File: config.mk
export PLATFORM = sky130hd
export DESIGN_NAME = tcm_mode_config
export DESIGN_NICKNAME = d
export VERILOG_FILES = /design/src/tcm_pkg.sv /design/src/tcm_mode_config.sv /design/src/tcm_in_filter.sv /design/src/tcm_in_prescaler.sv
export VERILOG_INCLUDE_DIRS = /design/src
export SDC_FILE = /design/constraint.sdc
export NUM_CORES = 1
export LEC_CHECK = 0
export BUFFER_PORTS_ARGS = -buffer_cell sky130_fd_sc_hd__buf_4
export CAP_MARGIN = 20
export CORE_UTILIZATION = 42
export CTS_BUF_LIST = sky130_fd_sc_hd__clkbuf_4 sky130_fd_sc_hd__clkbuf_8 sky130_fd_sc_hd__clkbuf_16
export CTS_CLUSTER_DIAMETER = 40
export DETAILED_ROUTE_END_ITERATION = 8
export PLACE_DENSITY = 0.7
export SYNTH_ARGS = -nofsm -noshare
export SYNTH_HDL_FRONTEND = slang
export SYNTH_HIERARCHICAL = 1
export SYNTH_SLANG_ARGS = --single-unit
File: constraint.sdc
create_clock -name mclk -period 6.19 [get_ports mclk]
set_input_delay 0 -clock mclk [delete_from_list [all_inputs] [get_ports mclk]]
set_output_delay 0 -clock mclk [all_outputs]
set_load 0.02 [all_outputs]
File: src/tcm_consts.svh
`ifndef TCM_CONSTS_SVH
`define TCM_CONSTS_SVH

// Register map
`define TCM_CFG_OFFSET 8'h1c
`define TCM_STATUS_OFFSET 8'h40
`define TCM_CFG_RESET 16'h0000
`define TCM_CFG_WIDTH 16

// Channel byte layout, channel 3 in byte 0 and channel 4 in byte 1
`define TCM_CH_STRIDE 8
`define TCM_SEL_LSB 0
`define TCM_FAST_BIT 2
`define TCM_PRELOAD_BIT 3
`define TCM_MODE_LSB 4
`define TCM_CLEAR_BIT 7
`define TCM_PSC_LSB 2
`define TCM_FILT_LSB 4

// Selection codes
`define TCM_SEL_OUTPUT 2'h0
`define TCM_SEL_OWN 2'h1
`define TCM_SEL_OTHER 2'h2
`define TCM_SEL_TRIG 2'h3

// Pulse-width compare modes
`define TCM_MODE_PWM1 3'h6
`define TCM_MODE_PWM2 3'h7

// Status bit positions
`define TCM_ST_LEVEL_LSB 0
`define TCM_ST_INPUT_LSB 2
`define TCM_ST_LOCK_LSB 4

// Sampling divider width (largest ratio 32)
`define TCM_DIV_BITS 5

`endif

File: src/tcm_pkg.sv
package tcm_pkg;
	typedef logic [1:0] tcm_sel_t;
	typedef logic [2:0] tcm_mode_t;
	typedef logic [3:0] tcm_filt_t;
	typedef logic [1:0] tcm_psc_t;
	typedef logic [4:0] tcm_mask_t;
endpackage : tcm_pkg

File: src/tcm_mode_config.sv
// Overview of operation
// - Channel-4 selection 00 in bits 9:8 makes channel 4 an output.
// - Channel-4 selection 01 takes input 4, 10 takes input 3.
// - Channel-4 selection 11 takes the internal trigger when selected.
// - Channel-4 selection writes are dropped while channel 4 is enabled.
// - Channel-3 selection 00 in bits 1:0 makes channel 3 an output.
// - Channel-3 selection 01 takes input 3, 10 takes input 4.
// - Channel-3 selection 11 takes the internal trigger when selected.
// - Channel-3 selection writes are dropped while channel 3 is enabled.
// - Channel-4 compare fields: clear 15, mode 14:12, preload 11, fast 10.
// - Channel-3 compare fields: clear 7, mode 6:4, preload 3, fast 2.
// - Capture fields: filter 15:12 and 7:4, prescaler 11:10 and 3:2.
// - Codes for both channels match those of channels 1 and 2.
// - Prescaler captures every 1, 2, 4 or 8 edges for codes 00 to 11.
// - A disabled channel holds its prescaler in reset.
// - Fast enable in a pulse-width mode turns a trigger edge into a match.
//
// The address-and-strobe port was left to the implementer.
`timescale 1ns/1ps
`include "tcm_consts.svh"

module tcm_mode_config (
	input wire logic mclk,
	input wire logic reset,
	input wire logic [7:0] reg_addr,
	input wire logic [31:0] reg_wdata,
	input wire logic reg_wr,
	input wire logic reg_rd,
	output logic [31:0] reg_rdata,
	input wire logic timer_input_3,
	input wire logic timer_input_4,
	input wire logic internal_trigger_signal,
	input wire logic trigger_source_internal,
	input wire logic ch3_enable,
	input wire logic ch4_enable,
	output tcm_pkg::tcm_sel_t ch3_direction_select,
	output tcm_pkg::tcm_sel_t ch4_direction_select,
	output logic ch3_is_output,
	output logic ch4_is_output,
	output logic ch3_ref_clear_enable,
	output logic ch4_ref_clear_enable,
	output tcm_pkg::tcm_mode_t ch3_compare_mode,
	output tcm_pkg::tcm_mode_t ch4_compare_mode,
	output logic ch3_preload_enable,
	output logic ch4_preload_enable,
	output logic ch3_fast_enable,
	output logic ch4_fast_enable,
	output tcm_pkg::tcm_filt_t ch3_input_filter,
	output tcm_pkg::tcm_filt_t ch4_input_filter,
	output tcm_pkg::tcm_psc_t ch3_input_prescaler,
	output tcm_pkg::tcm_psc_t ch4_input_prescaler,
	output logic ch3_capture_signal,
	output logic ch4_capture_signal,
	output logic ch3_capture_event,
	output logic ch4_capture_event,
	output logic ch3_fast_match,
	output logic ch4_fast_match
);
	localparam int NCH = 2;

	// Filter code to {sample divider mask, event count}
	function automatic logic [8:0] filt_cfg(input tcm_pkg::tcm_filt_t code);
		logic [8:0] r;
		r = 9'h000;
		unique case (code)
			4'h0: r = {5'h00, 4'h0};
			4'h1: r = {5'h00, 4'h2};
			4'h2: r = {5'h00, 4'h4};
			4'h3: r = {5'h00, 4'h8};
			4'h4: r = {5'h01, 4'h6};
			4'h5: r = {5'h01, 4'h8};
			4'h6: r = {5'h03, 4'h6};
			4'h7: r = {5'h03, 4'h8};
			4'h8: r = {5'h07, 4'h6};
			4'h9: r = {5'h07, 4'h8};
			4'ha: r = {5'h0f, 4'h5};
			4'hb: r = {5'h0f, 4'h6};
			4'hc: r = {5'h0f, 4'h8};
			4'hd: r = {5'h1f, 4'h5};
			4'he: r = {5'h1f, 4'h6};
			4'hf: r = {5'h1f, 4'h8};
		endcase
		return r;
	endfunction : filt_cfg

	// Configuration and register-port state
	logic [15:0] cfg_r;
	logic [15:0] cfg_nxt;
	logic [31:0] rdata_r;
	logic [31:0] rdata_nxt;
	logic [`TCM_DIV_BITS-1:0] div_cnt_r;

	// Pin synchronisers
	logic [NCH-1:0] ti_meta_r;
	logic [NCH-1:0] ti_sync_r;
	logic trig_prev_r;
	logic trig_rise;

	// Per-channel wiring, index 0 is channel 3 and index 1 is channel 4
	logic [NCH-1:0] enable;
	logic [NCH-1:0] is_output;
	logic [NCH-1:0] src_valid;
	logic [NCH-1:0] src_raw;
	logic [NCH-1:0] filt_level;
	logic [NCH-1:0] level_prev_r;
	logic [NCH-1:0] level_rise;
	logic [NCH-1:0] sample_en;
	logic [NCH-1:0] bypass;
	logic [NCH-1:0] capture;
	logic [NCH-1:0] fast_r;
	logic [NCH-1:0] pwm_mode;
	tcm_pkg::tcm_sel_t sel [NCH];
	tcm_pkg::tcm_sel_t sel_r [NCH];
	logic [5:0] ocv_r [NCH];
	logic [5:0] icv_r [NCH];
	logic [8:0] fcfg [NCH];

	// Register decode
	logic hit_cfg;
	logic hit_status;
	logic cfg_write;
	logic [15:0] sel_mask;
	logic [15:0] status;

	assign enable = {ch4_enable, ch3_enable};
	assign hit_cfg = reg_addr == `TCM_CFG_OFFSET;
	assign hit_status = reg_addr == `TCM_STATUS_OFFSET;
	assign cfg_write = reg_wr && hit_cfg;

	// Selection bits of an enabled channel keep their old value
	assign sel_mask = {{6{1'b0}}, {2{enable[1]}},
		{6{1'b0}}, {2{enable[0]}}};
	assign cfg_nxt = cfg_write ?
		((reg_wdata[15:0] & ~sel_mask) | (cfg_r & sel_mask)) : cfg_r;

	assign status = {{10{1'b0}}, enable, src_valid, filt_level};
	assign rdata_nxt = !reg_rd ? 32'h0000_0000 :
		hit_cfg ? {16'h0000, cfg_r} :
		hit_status ? {16'h0000, status} : 32'h0000_0000;
	assign reg_rdata = rdata_r;

	assign trig_rise = internal_trigger_signal && !trig_prev_r;

	always_ff @(posedge mclk) begin
		if (reset) begin
			cfg_r <= `TCM_CFG_RESET;
			rdata_r <= 32'h0000_0000;
		end else begin
			cfg_r <= cfg_nxt;
			rdata_r <= rdata_nxt;
		end
	end

	always_ff @(posedge mclk) begin
		if (reset) begin
			ti_meta_r <= 2'h0;
			ti_sync_r <= 2'h0;
			trig_prev_r <= 1'b0;
			div_cnt_r <= 5'h00;
		end else begin
			ti_meta_r <= {timer_input_4, timer_input_3};
			ti_sync_r <= ti_meta_r;
			trig_prev_r <= internal_trigger_signal;
			div_cnt_r <= div_cnt_r + 5'h01;
		end
	end

	genvar i;
	generate
		for (i = 0; i < NCH; i++) begin : g_ch
			localparam int B = i * `TCM_CH_STRIDE;

			assign sel[i] = cfg_r[B + `TCM_SEL_LSB +: 2];
			assign is_output[i] = sel[i] == `TCM_SEL_OUTPUT;
			assign fcfg[i] = filt_cfg(cfg_r[B + `TCM_FILT_LSB +: 4]);

			// Capture source mapping
			always_comb begin
				src_raw[i] = 1'b0;
				src_valid[i] = 1'b0;
				unique case (sel[i])
					`TCM_SEL_OUTPUT: begin
						src_raw[i] = 1'b0;
					end
					`TCM_SEL_OWN: begin
						src_raw[i] = ti_sync_r[i];
						src_valid[i] = 1'b1;
					end
					`TCM_SEL_OTHER: begin
						src_raw[i] = ti_sync_r[NCH-1-i];
						src_valid[i] = 1'b1;
					end
					`TCM_SEL_TRIG: begin
						src_raw[i] = trigger_source_internal &&
							internal_trigger_signal;
						src_valid[i] = trigger_source_internal;
					end
				endcase
			end

			// Sample strobe from the shared divider
			assign sample_en[i] =
				(div_cnt_r & fcfg[i][8:4]) == 5'h00;
			assign bypass[i] = (fcfg[i][3:0] == 4'h0) ||
				(sel[i] == `TCM_SEL_TRIG);

			tcm_in_filter u_filt (
				.mclk(mclk),
				.reset(reset),
				.sample_en(sample_en[i]),
				.bypass(bypass[i]),
				.count_n(fcfg[i][3:0]),
				.din(src_raw[i]),
				.dout(filt_level[i])
			);

			assign level_rise[i] = filt_level[i] && !level_prev_r[i] &&
				src_valid[i];

			tcm_in_prescaler u_psc (
				.mclk(mclk),
				.reset(reset),
				.clear(!enable[i] || is_output[i]),
				.edge_in(level_rise[i]),
				.ratio(cfg_r[B + `TCM_PSC_LSB +: 2]),
				.capture(capture[i])
			);

			assign pwm_mode[i] =
				(cfg_r[B + `TCM_MODE_LSB +: 3] == `TCM_MODE_PWM1) ||
				(cfg_r[B + `TCM_MODE_LSB +: 3] == `TCM_MODE_PWM2);

			always_ff @(posedge mclk) begin
				if (reset) begin
					level_prev_r[i] <= 1'b0;
					fast_r[i] <= 1'b0;
					sel_r[i] <= `TCM_SEL_OUTPUT;
					ocv_r[i] <= 6'h00;
					icv_r[i] <= 6'h00;
				end else begin
					level_prev_r[i] <= filt_level[i];
					// One cycle after the trigger edge
					fast_r[i] <= trig_rise && is_output[i] && pwm_mode[i] &&
						cfg_r[B + `TCM_FAST_BIT];
					sel_r[i] <= sel[i];
					// Compare view of the channel byte
					ocv_r[i] <= is_output[i] ?
						cfg_r[B + 2 +: 6] : 6'h00;
					// Capture view of the channel byte
					icv_r[i] <= is_output[i] ?
						6'h00 : cfg_r[B + 2 +: 6];
				end
			end
		end
	endgenerate

	// Channel 3 fields
	assign ch3_direction_select = sel_r[0];
	assign ch3_is_output = sel_r[0] == `TCM_SEL_OUTPUT;
	assign ch3_ref_clear_enable = ocv_r[0][`TCM_CLEAR_BIT - 2];
	assign ch3_compare_mode = ocv_r[0][`TCM_MODE_LSB - 2 +: 3];
	assign ch3_preload_enable = ocv_r[0][`TCM_PRELOAD_BIT - 2];
	assign ch3_fast_enable = ocv_r[0][`TCM_FAST_BIT - 2];
	assign ch3_input_filter = icv_r[0][`TCM_FILT_LSB - 2 +: 4];
	assign ch3_input_prescaler = icv_r[0][`TCM_PSC_LSB - 2 +: 2];
	assign ch3_capture_signal = level_prev_r[0];
	assign ch3_capture_event = capture[0];
	assign ch3_fast_match = fast_r[0];

	// Channel 4 fields
	assign ch4_direction_select = sel_r[1];
	assign ch4_is_output = sel_r[1] == `TCM_SEL_OUTPUT;
	assign ch4_ref_clear_enable = ocv_r[1][`TCM_CLEAR_BIT - 2];
	assign ch4_compare_mode = ocv_r[1][`TCM_MODE_LSB - 2 +: 3];
	assign ch4_preload_enable = ocv_r[1][`TCM_PRELOAD_BIT - 2];
	assign ch4_fast_enable = ocv_r[1][`TCM_FAST_BIT - 2];
	assign ch4_input_filter = icv_r[1][`TCM_FILT_LSB - 2 +: 4];
	assign ch4_input_prescaler = icv_r[1][`TCM_PSC_LSB - 2 +: 2];
	assign ch4_capture_signal = level_prev_r[1];
	assign ch4_capture_event = capture[1];
	assign ch4_fast_match = fast_r[1];
endmodule : tcm_mode_config

File: src/tcm_in_filter.sv
`timescale 1ns/1ps
`include "tcm_consts.svh"

module tcm_in_filter (
	input wire logic mclk,
	input wire logic reset,
	input wire logic sample_en,
	input wire logic bypass,
	input wire logic [3:0] count_n,
	input wire logic din,
	output logic dout
);
	logic [3:0] cnt_r;
	logic dout_r;
	logic differs;
	logic [3:0] cnt_inc;
	logic reached;

	assign differs = din != dout_r;
	assign cnt_inc = cnt_r + 4'h1;
	assign reached = cnt_inc >= count_n;
	assign dout = dout_r;

	// Output follows at once under bypass, else only after count_n equal samples in a row
	always_ff @(posedge mclk) begin
		if (reset) begin
			cnt_r <= 4'h0;
			dout_r <= 1'b0;
		end else if (bypass) begin
			cnt_r <= 4'h0;
			dout_r <= din;
		end else if (!differs) begin
			cnt_r <= 4'h0;
		end else if (sample_en) begin
			cnt_r <= reached ? 4'h0 : cnt_inc;
			if (reached) begin
				dout_r <= din;
			end
		end
	end
endmodule : tcm_in_filter

File: src/tcm_in_prescaler.sv
`timescale 1ns/1ps
`include "tcm_consts.svh"

module tcm_in_prescaler (
	input wire logic mclk,
	input wire logic reset,
	input wire logic clear,
	input wire logic edge_in,
	input wire tcm_pkg::tcm_psc_t ratio,
	output logic capture
);
	logic [2:0] cnt_r;
	logic capture_r;
	logic [2:0] mask;
	logic last;

	// Ratio code k captures once every 2**k events
	assign mask = 3'((4'h1 << ratio) - 4'h1);
	assign last = (cnt_r & mask) == mask;
	assign capture = capture_r;

	always_ff @(posedge mclk) begin
		if (reset || clear) begin
			cnt_r <= 3'h0;
			capture_r <= 1'b0;
		end else begin
			capture_r <= edge_in && last;
			if (edge_in) begin
				cnt_r <= last ? 3'h0 : cnt_r + 3'h1;
			end
		end
	end
endmodule : tcm_in_prescaler

* Word-level counts from Yosys, hierarchy flattened
Memories as Yosys holds them, arrays and structs flattened. A register that Yosys moved wholly into a read port is not among the register bits. Cells that the tools add are included.
Cells by class: shift-type cells 2, multiplexer cells 35, add/subtract/negate cells 7, bitwise logic cells 17, reduce and logical (&&, ||, !) cells 50, eq/ne operators 16, $lt $le $gt $ge 2
Operators with widths (number):
- $mux W6 | 9
- $mux W4 | 6
- $and A16 B10 Y16 | 1
- $and A16 B16 Y16 | 1
- $mux W16 | 1
- $not A10 Y16 | 1
- $or A16 B16 Y16 | 1
- $logic_and A1 B1 Y1 | 15
- $eq A3 B3 Y1 const B | 4
- $reduce_bool A2 Y1 | 6
- $mux W1 | 11
- $and A5 B5 Y5 | 2
- $logic_not A5 Y1 | 2
- $reduce_or A3 Y1 | 3
- $add A4 B1 Y4 const B | 2
- $eq A2 B2 Y1 const B | 4
- $eq A8 B5 Y1 const B | 1
- $eq A8 B7 Y1 const B | 1
- $ge A4 B4 Y1 | 2
- $logic_not A2 Y1 | 4
- $logic_not A4 Y1 | 2
- $logic_or A1 B1 Y1 | 8
- $pmux W1 S4 | 2
- $add A3 B1 Y3 const B | 2
- 15 further kinds | 38
Word-level totals: output and inout port bits 68, bits in registers 80, bits in writable memories 28, word-level logic and storage cells 153, memories kept 5, memory bits (read-only) 288, input port bits 50
Memory list:
- (no name shown) | depth 16, bits a word 9, rd ports 1, clocked after Yosys merged registers in 1, wr ports 0, line tcm_mode_config.sv:65 | unique case (code)
- (no name shown) | depth 16, bits a word 9, rd ports 1, clocked after Yosys merged registers in 1, wr ports 0, line tcm_mode_config.sv:65
- icv_r | depth 2, bits a word 6, rd ports 2, clocked after Yosys merged registers in 0, wr ports 2, line tcm_mode_config.sv:115 | logic [5:0] icv_r [NCH];
- ocv_r | depth 2, bits a word 6, rd ports 2, clocked after Yosys merged registers in 0, wr ports 2, line tcm_mode_config.sv:114 | logic [5:0] ocv_r [NCH];
- sel_r | depth 2, bits a word 2, rd ports 2, clocked after Yosys merged registers in 0, wr ports 2, line tcm_mode_config.sv:113 | tcm_pkg::tcm_sel_t sel_r [NCH];

* Logic depth before layout (Yosys ltp)
depth after elaboration 6, depth in mapped cells 9, mapped depth without buffers 8

* By module
The synthesis kept the hierarchy.
By module, submodules not included:
- tcm_mode_config | seq. area each 1841.8 µm², cells an instance 351, times used 1, area each 3538.4 µm²
- tcm_in_filter | seq. area each 100.1 µm², cells an instance 47, times used 2, area each 417.9 µm²
- tcm_in_prescaler | seq. area each 80.1 µm², cells an instance 20, times used 2, area each 201.4 µm²

* Worst setup path after synthesis
Ideal clock, no wire load.
path type register to register, from register (tool-made name), to register g_ch[0].u_psc.cnt_r[2], path slack 4.146 ns, buffers on the path 0, setup time 0.103 ns, stages on the path, launching flop included 7, arrival 1.940 ns, required time 6.087 ns, cells stage by stage dfxtp_1 -> inv_1 -> ha_1 -> nor4b_1 -> nand2_2 -> xor2_1 -> a2111oi_2
RTL lines:
- end signal: assignment | line tcm_in_prescaler.sv:29 | cnt_r <= last ? 3'h0 : cnt_r + 3'h1;
- end: declaration | line tcm_in_prescaler.sv:12 | logic [2:0] cnt_r;

==> results.json <==
{
  "status": "complete, no violations",
  "synth_commonest_cells": "dfxtp_1 (110), a21oi_1 (34), inv_1 (33), ha_1 (31), nand2_1 (31)",
  "yosys.area.top_type_share_pct": 46.10,
  "max_cap_violations": 0,
  "drtPass1Iterations": 4,
  "synth_ff_type": "dfxtp_1",
  "ir_worst_vdd_mv": 0.1288,
  "drcViolationCount": 0,
  "placed_cell_area_sq_um": 5464,
  "drive_above_1_share_pct": 21.67,
  "yosysSeqAreaShare_pct": 46.10,
  "die_area_sq_um": 11800,
  "yosysTopAreaCell": "dfxtp_1",
  "rows": 38,
  "routedWlPerCell_um": 13.95,
  "leakage_nw": 2.621,
  "drv_slew": 0,
  "setup_tns_ns": 0,
  "finalHoldViolations": 0,
  "ioPinCount": 118,
  "hpwl_mm": 7.578,
  "post_cts_resized": 0,
  "ys_async_sr_fraction_pct": 0,
  "synth_most_common_cell": "dfxtp_1",
  "yosys_register_bits": 110,
  "clockBufferDepth": 2,
  "fin_cells": 726,
  "yosys_warnings": 6,
  "antenna_cells": 0,
  "drt_iter0_drc": 145,
  "setup_viol": 0,
  "cp_max_fo": 7,
  "antenna_found_initial": 0,
  "coreArea_sq_um": 10980,
  "drt_wl_total_mm": 10.13,
  "power_density_nw_per_um2": 224.7,
  "required_ns": 6.44,
  "clk_latency_ns": 0.35,
  "grt_pass1_vias": 3427,
  "syn_avg_cell_area_sq_um": 9.850,
  "post-route-period-util_pct": 38.55,
  "skew_ns": 0.01311,
  "cts_buffers": 9,
  "final_cell_area_sq_um": 5916,
  "period_needed_ns": 2.386,
  "cts_tree": "built",
  "cp-start-kind": "register",
  "synth_area_sq_um": 4777,
  "vias": 3602,
  "clockRootBuffer": "clkbuf_16",
  "nets": 662,
  "port_buffers": 85,
  "start_util_pct": 43.50,
  "finalWeightedCongestion": 0.7801,
  "netlist_instances": 485,
  "track_usage_pct": 17.77,
  "worstMarginPinSlew_ns": 1.080,
  "grt_max_degree": 59,
  "vias_per_cell": 4.961,
  "hold_path_class": "in2reg",
  "clock-sinks": 110,
  "fmax_ghz": 0.4191,
  "end_kind": "register",
  "arrival_ns": 2.64,
  "clkTransAtPathRegs_ns": 0.08,
  "synth_cell_types": 54,
  "maxSlewHeadroom_pct": 27.97,
  "die_w_um": 108.7,
  "ant_nets": 0,
  "synthTopCellsByArea": "dfxtp_1 (46%), ha_1 (8.1%), and2_1 (3.9%)",
  "grt_pass1_wl_mm": 16.13,
  "die_h_um": 108.7,
  "synth-edff-count": 0,
  "grt_overflow": 0,
  "htreeDepth": 3,
  "dp.cells": 695,
  "rsz0062_at_grt": "false",
  "syn_to_final_growth_pct": 23.83,
  "crit_type": "reg2reg"
}
==> cell families (layout without fill, tap and decap cells) <==
logic type,count (synthesis),count (layout),synth area share (%)
buffers and inverters,66,152,6.731
multiplexers,19,19,4.557
other,1,16,0.07850
AND/OR/NAND/NOR,158,158,18.65
AO/OA/AOI/OAI,87,87,13.07
adder cells (fa/ha/maj),31,31,8.119
flip-flops,110,110,46.10
XOR/XNOR,13,13,2.698
==> routing by layer <==
metal	vias up	GRT usage (%)	share of wire, %
met5	-	0	0
met2	99	32.50	51
met1	1682	20.20	43
met4	0	7.046	2.0
li1	1804	-	-
met3	17	3.407	4.6
==> layout make-up <==
class	count	area [sq um]
Sequential cell	110	2202
Timing Repair Buffer	100	788.3
Multi-Input combinational cell	324	2310
Clock buffer	10	239.0
Fill cell	981	5067
Inverter	36	138.9
Clock inverter	6	62.56
Tap cell	140	175.2
==> path summary, 6_finish.rpt <==
kind	from	endpoint	slack, ns	cells after the start
max	register	g_ch[1].u_psc/cnt_r[2]	3.80	6
min	trigger_source_internal	reg_rdata[2]	0.07	4
max reg2reg	register	g_ch[1].u_psc/cnt_r[2]	3.80	6
min reg2reg	ti_meta_r[0]	ti_sync_r[0]	0.44	1
==> worst max-delay path, cell delays in order (launching register included) <==
cell       delay, ns
dfxtp_1         0.40
inv_1           0.10
ha_1            0.30
nor4b_1         0.87
nand2_2         0.10
xor2_1          0.20
a2111oi_2       0.32
==> repair_timing <==
item | in CTS | in global routing
hold endpoints to repair | 17 | 0
buffers inserted | 0 | 0
hold buffers | 15 | 0
==> layout by cell type (no fill, tap or decap), types with 3 or more instances in the layout <==
cell type      instances
dfxtp_1              110
buf_4                 85
a21oi_1               34
inv_1                 33
nand2_1               31
ha_1                  31
and2_1                30
nor2_1                27
nand2b_1              22
nor2b_1               16
conb_1                16
mux2i_1               15
dlygate4sd3_1         15
clkbuf_16              9
xor2_1                 8
nand3_1                6
nor3_1                 6
o21ai_0                6
a22o_1                 6
o2111ai_1              6
a22oi_1                5
o21ai_1                5
a2111oi_2              4
and4b_1                3
and3_1                 3
mux2_4                 3
nor4b_1                3
xnor2_1                3
==> power breakdown <==
part	leakage, nW	switching, mW	total [mW]	internal (mW)
Combinational	1.59	0.0274	0.0531	0.0256
Sequential	0.887	0.00291	0.713	0.710
Clock	0.148	0.268	0.563	0.295
==> state kept, by name, indices dropped and copies added, names as in the netlist, 5 cells and up, named ones only <==
register           cells
icv_r                 12
ocv_r                 12
reg_rdata             16
fcfg                  18
cfg_r                 12
g_ch.u_filt/cnt_r      8
g_ch.u_psc/cnt_r       6
div_cnt_r              5
==> per-stage QoR <==
stage	util (%)	setup slack, ns	hold slack, ns	power [mW]
3_3_place_gp	49.75	3.868	0.2222	0.7737
3_5_place_dp	49.75	3.796	0.2219	0.7750
2_1_floorplan	-	4.146	0.07600	0.7584
4_1_cts	53.86	3.774	0.06050	1.341
6_report	53.86	3.804	0.07045	1.329
5_1_grt	53.86	3.576	0.09103	1.374
No activity file was read; power rests on OpenSTA's default activity.
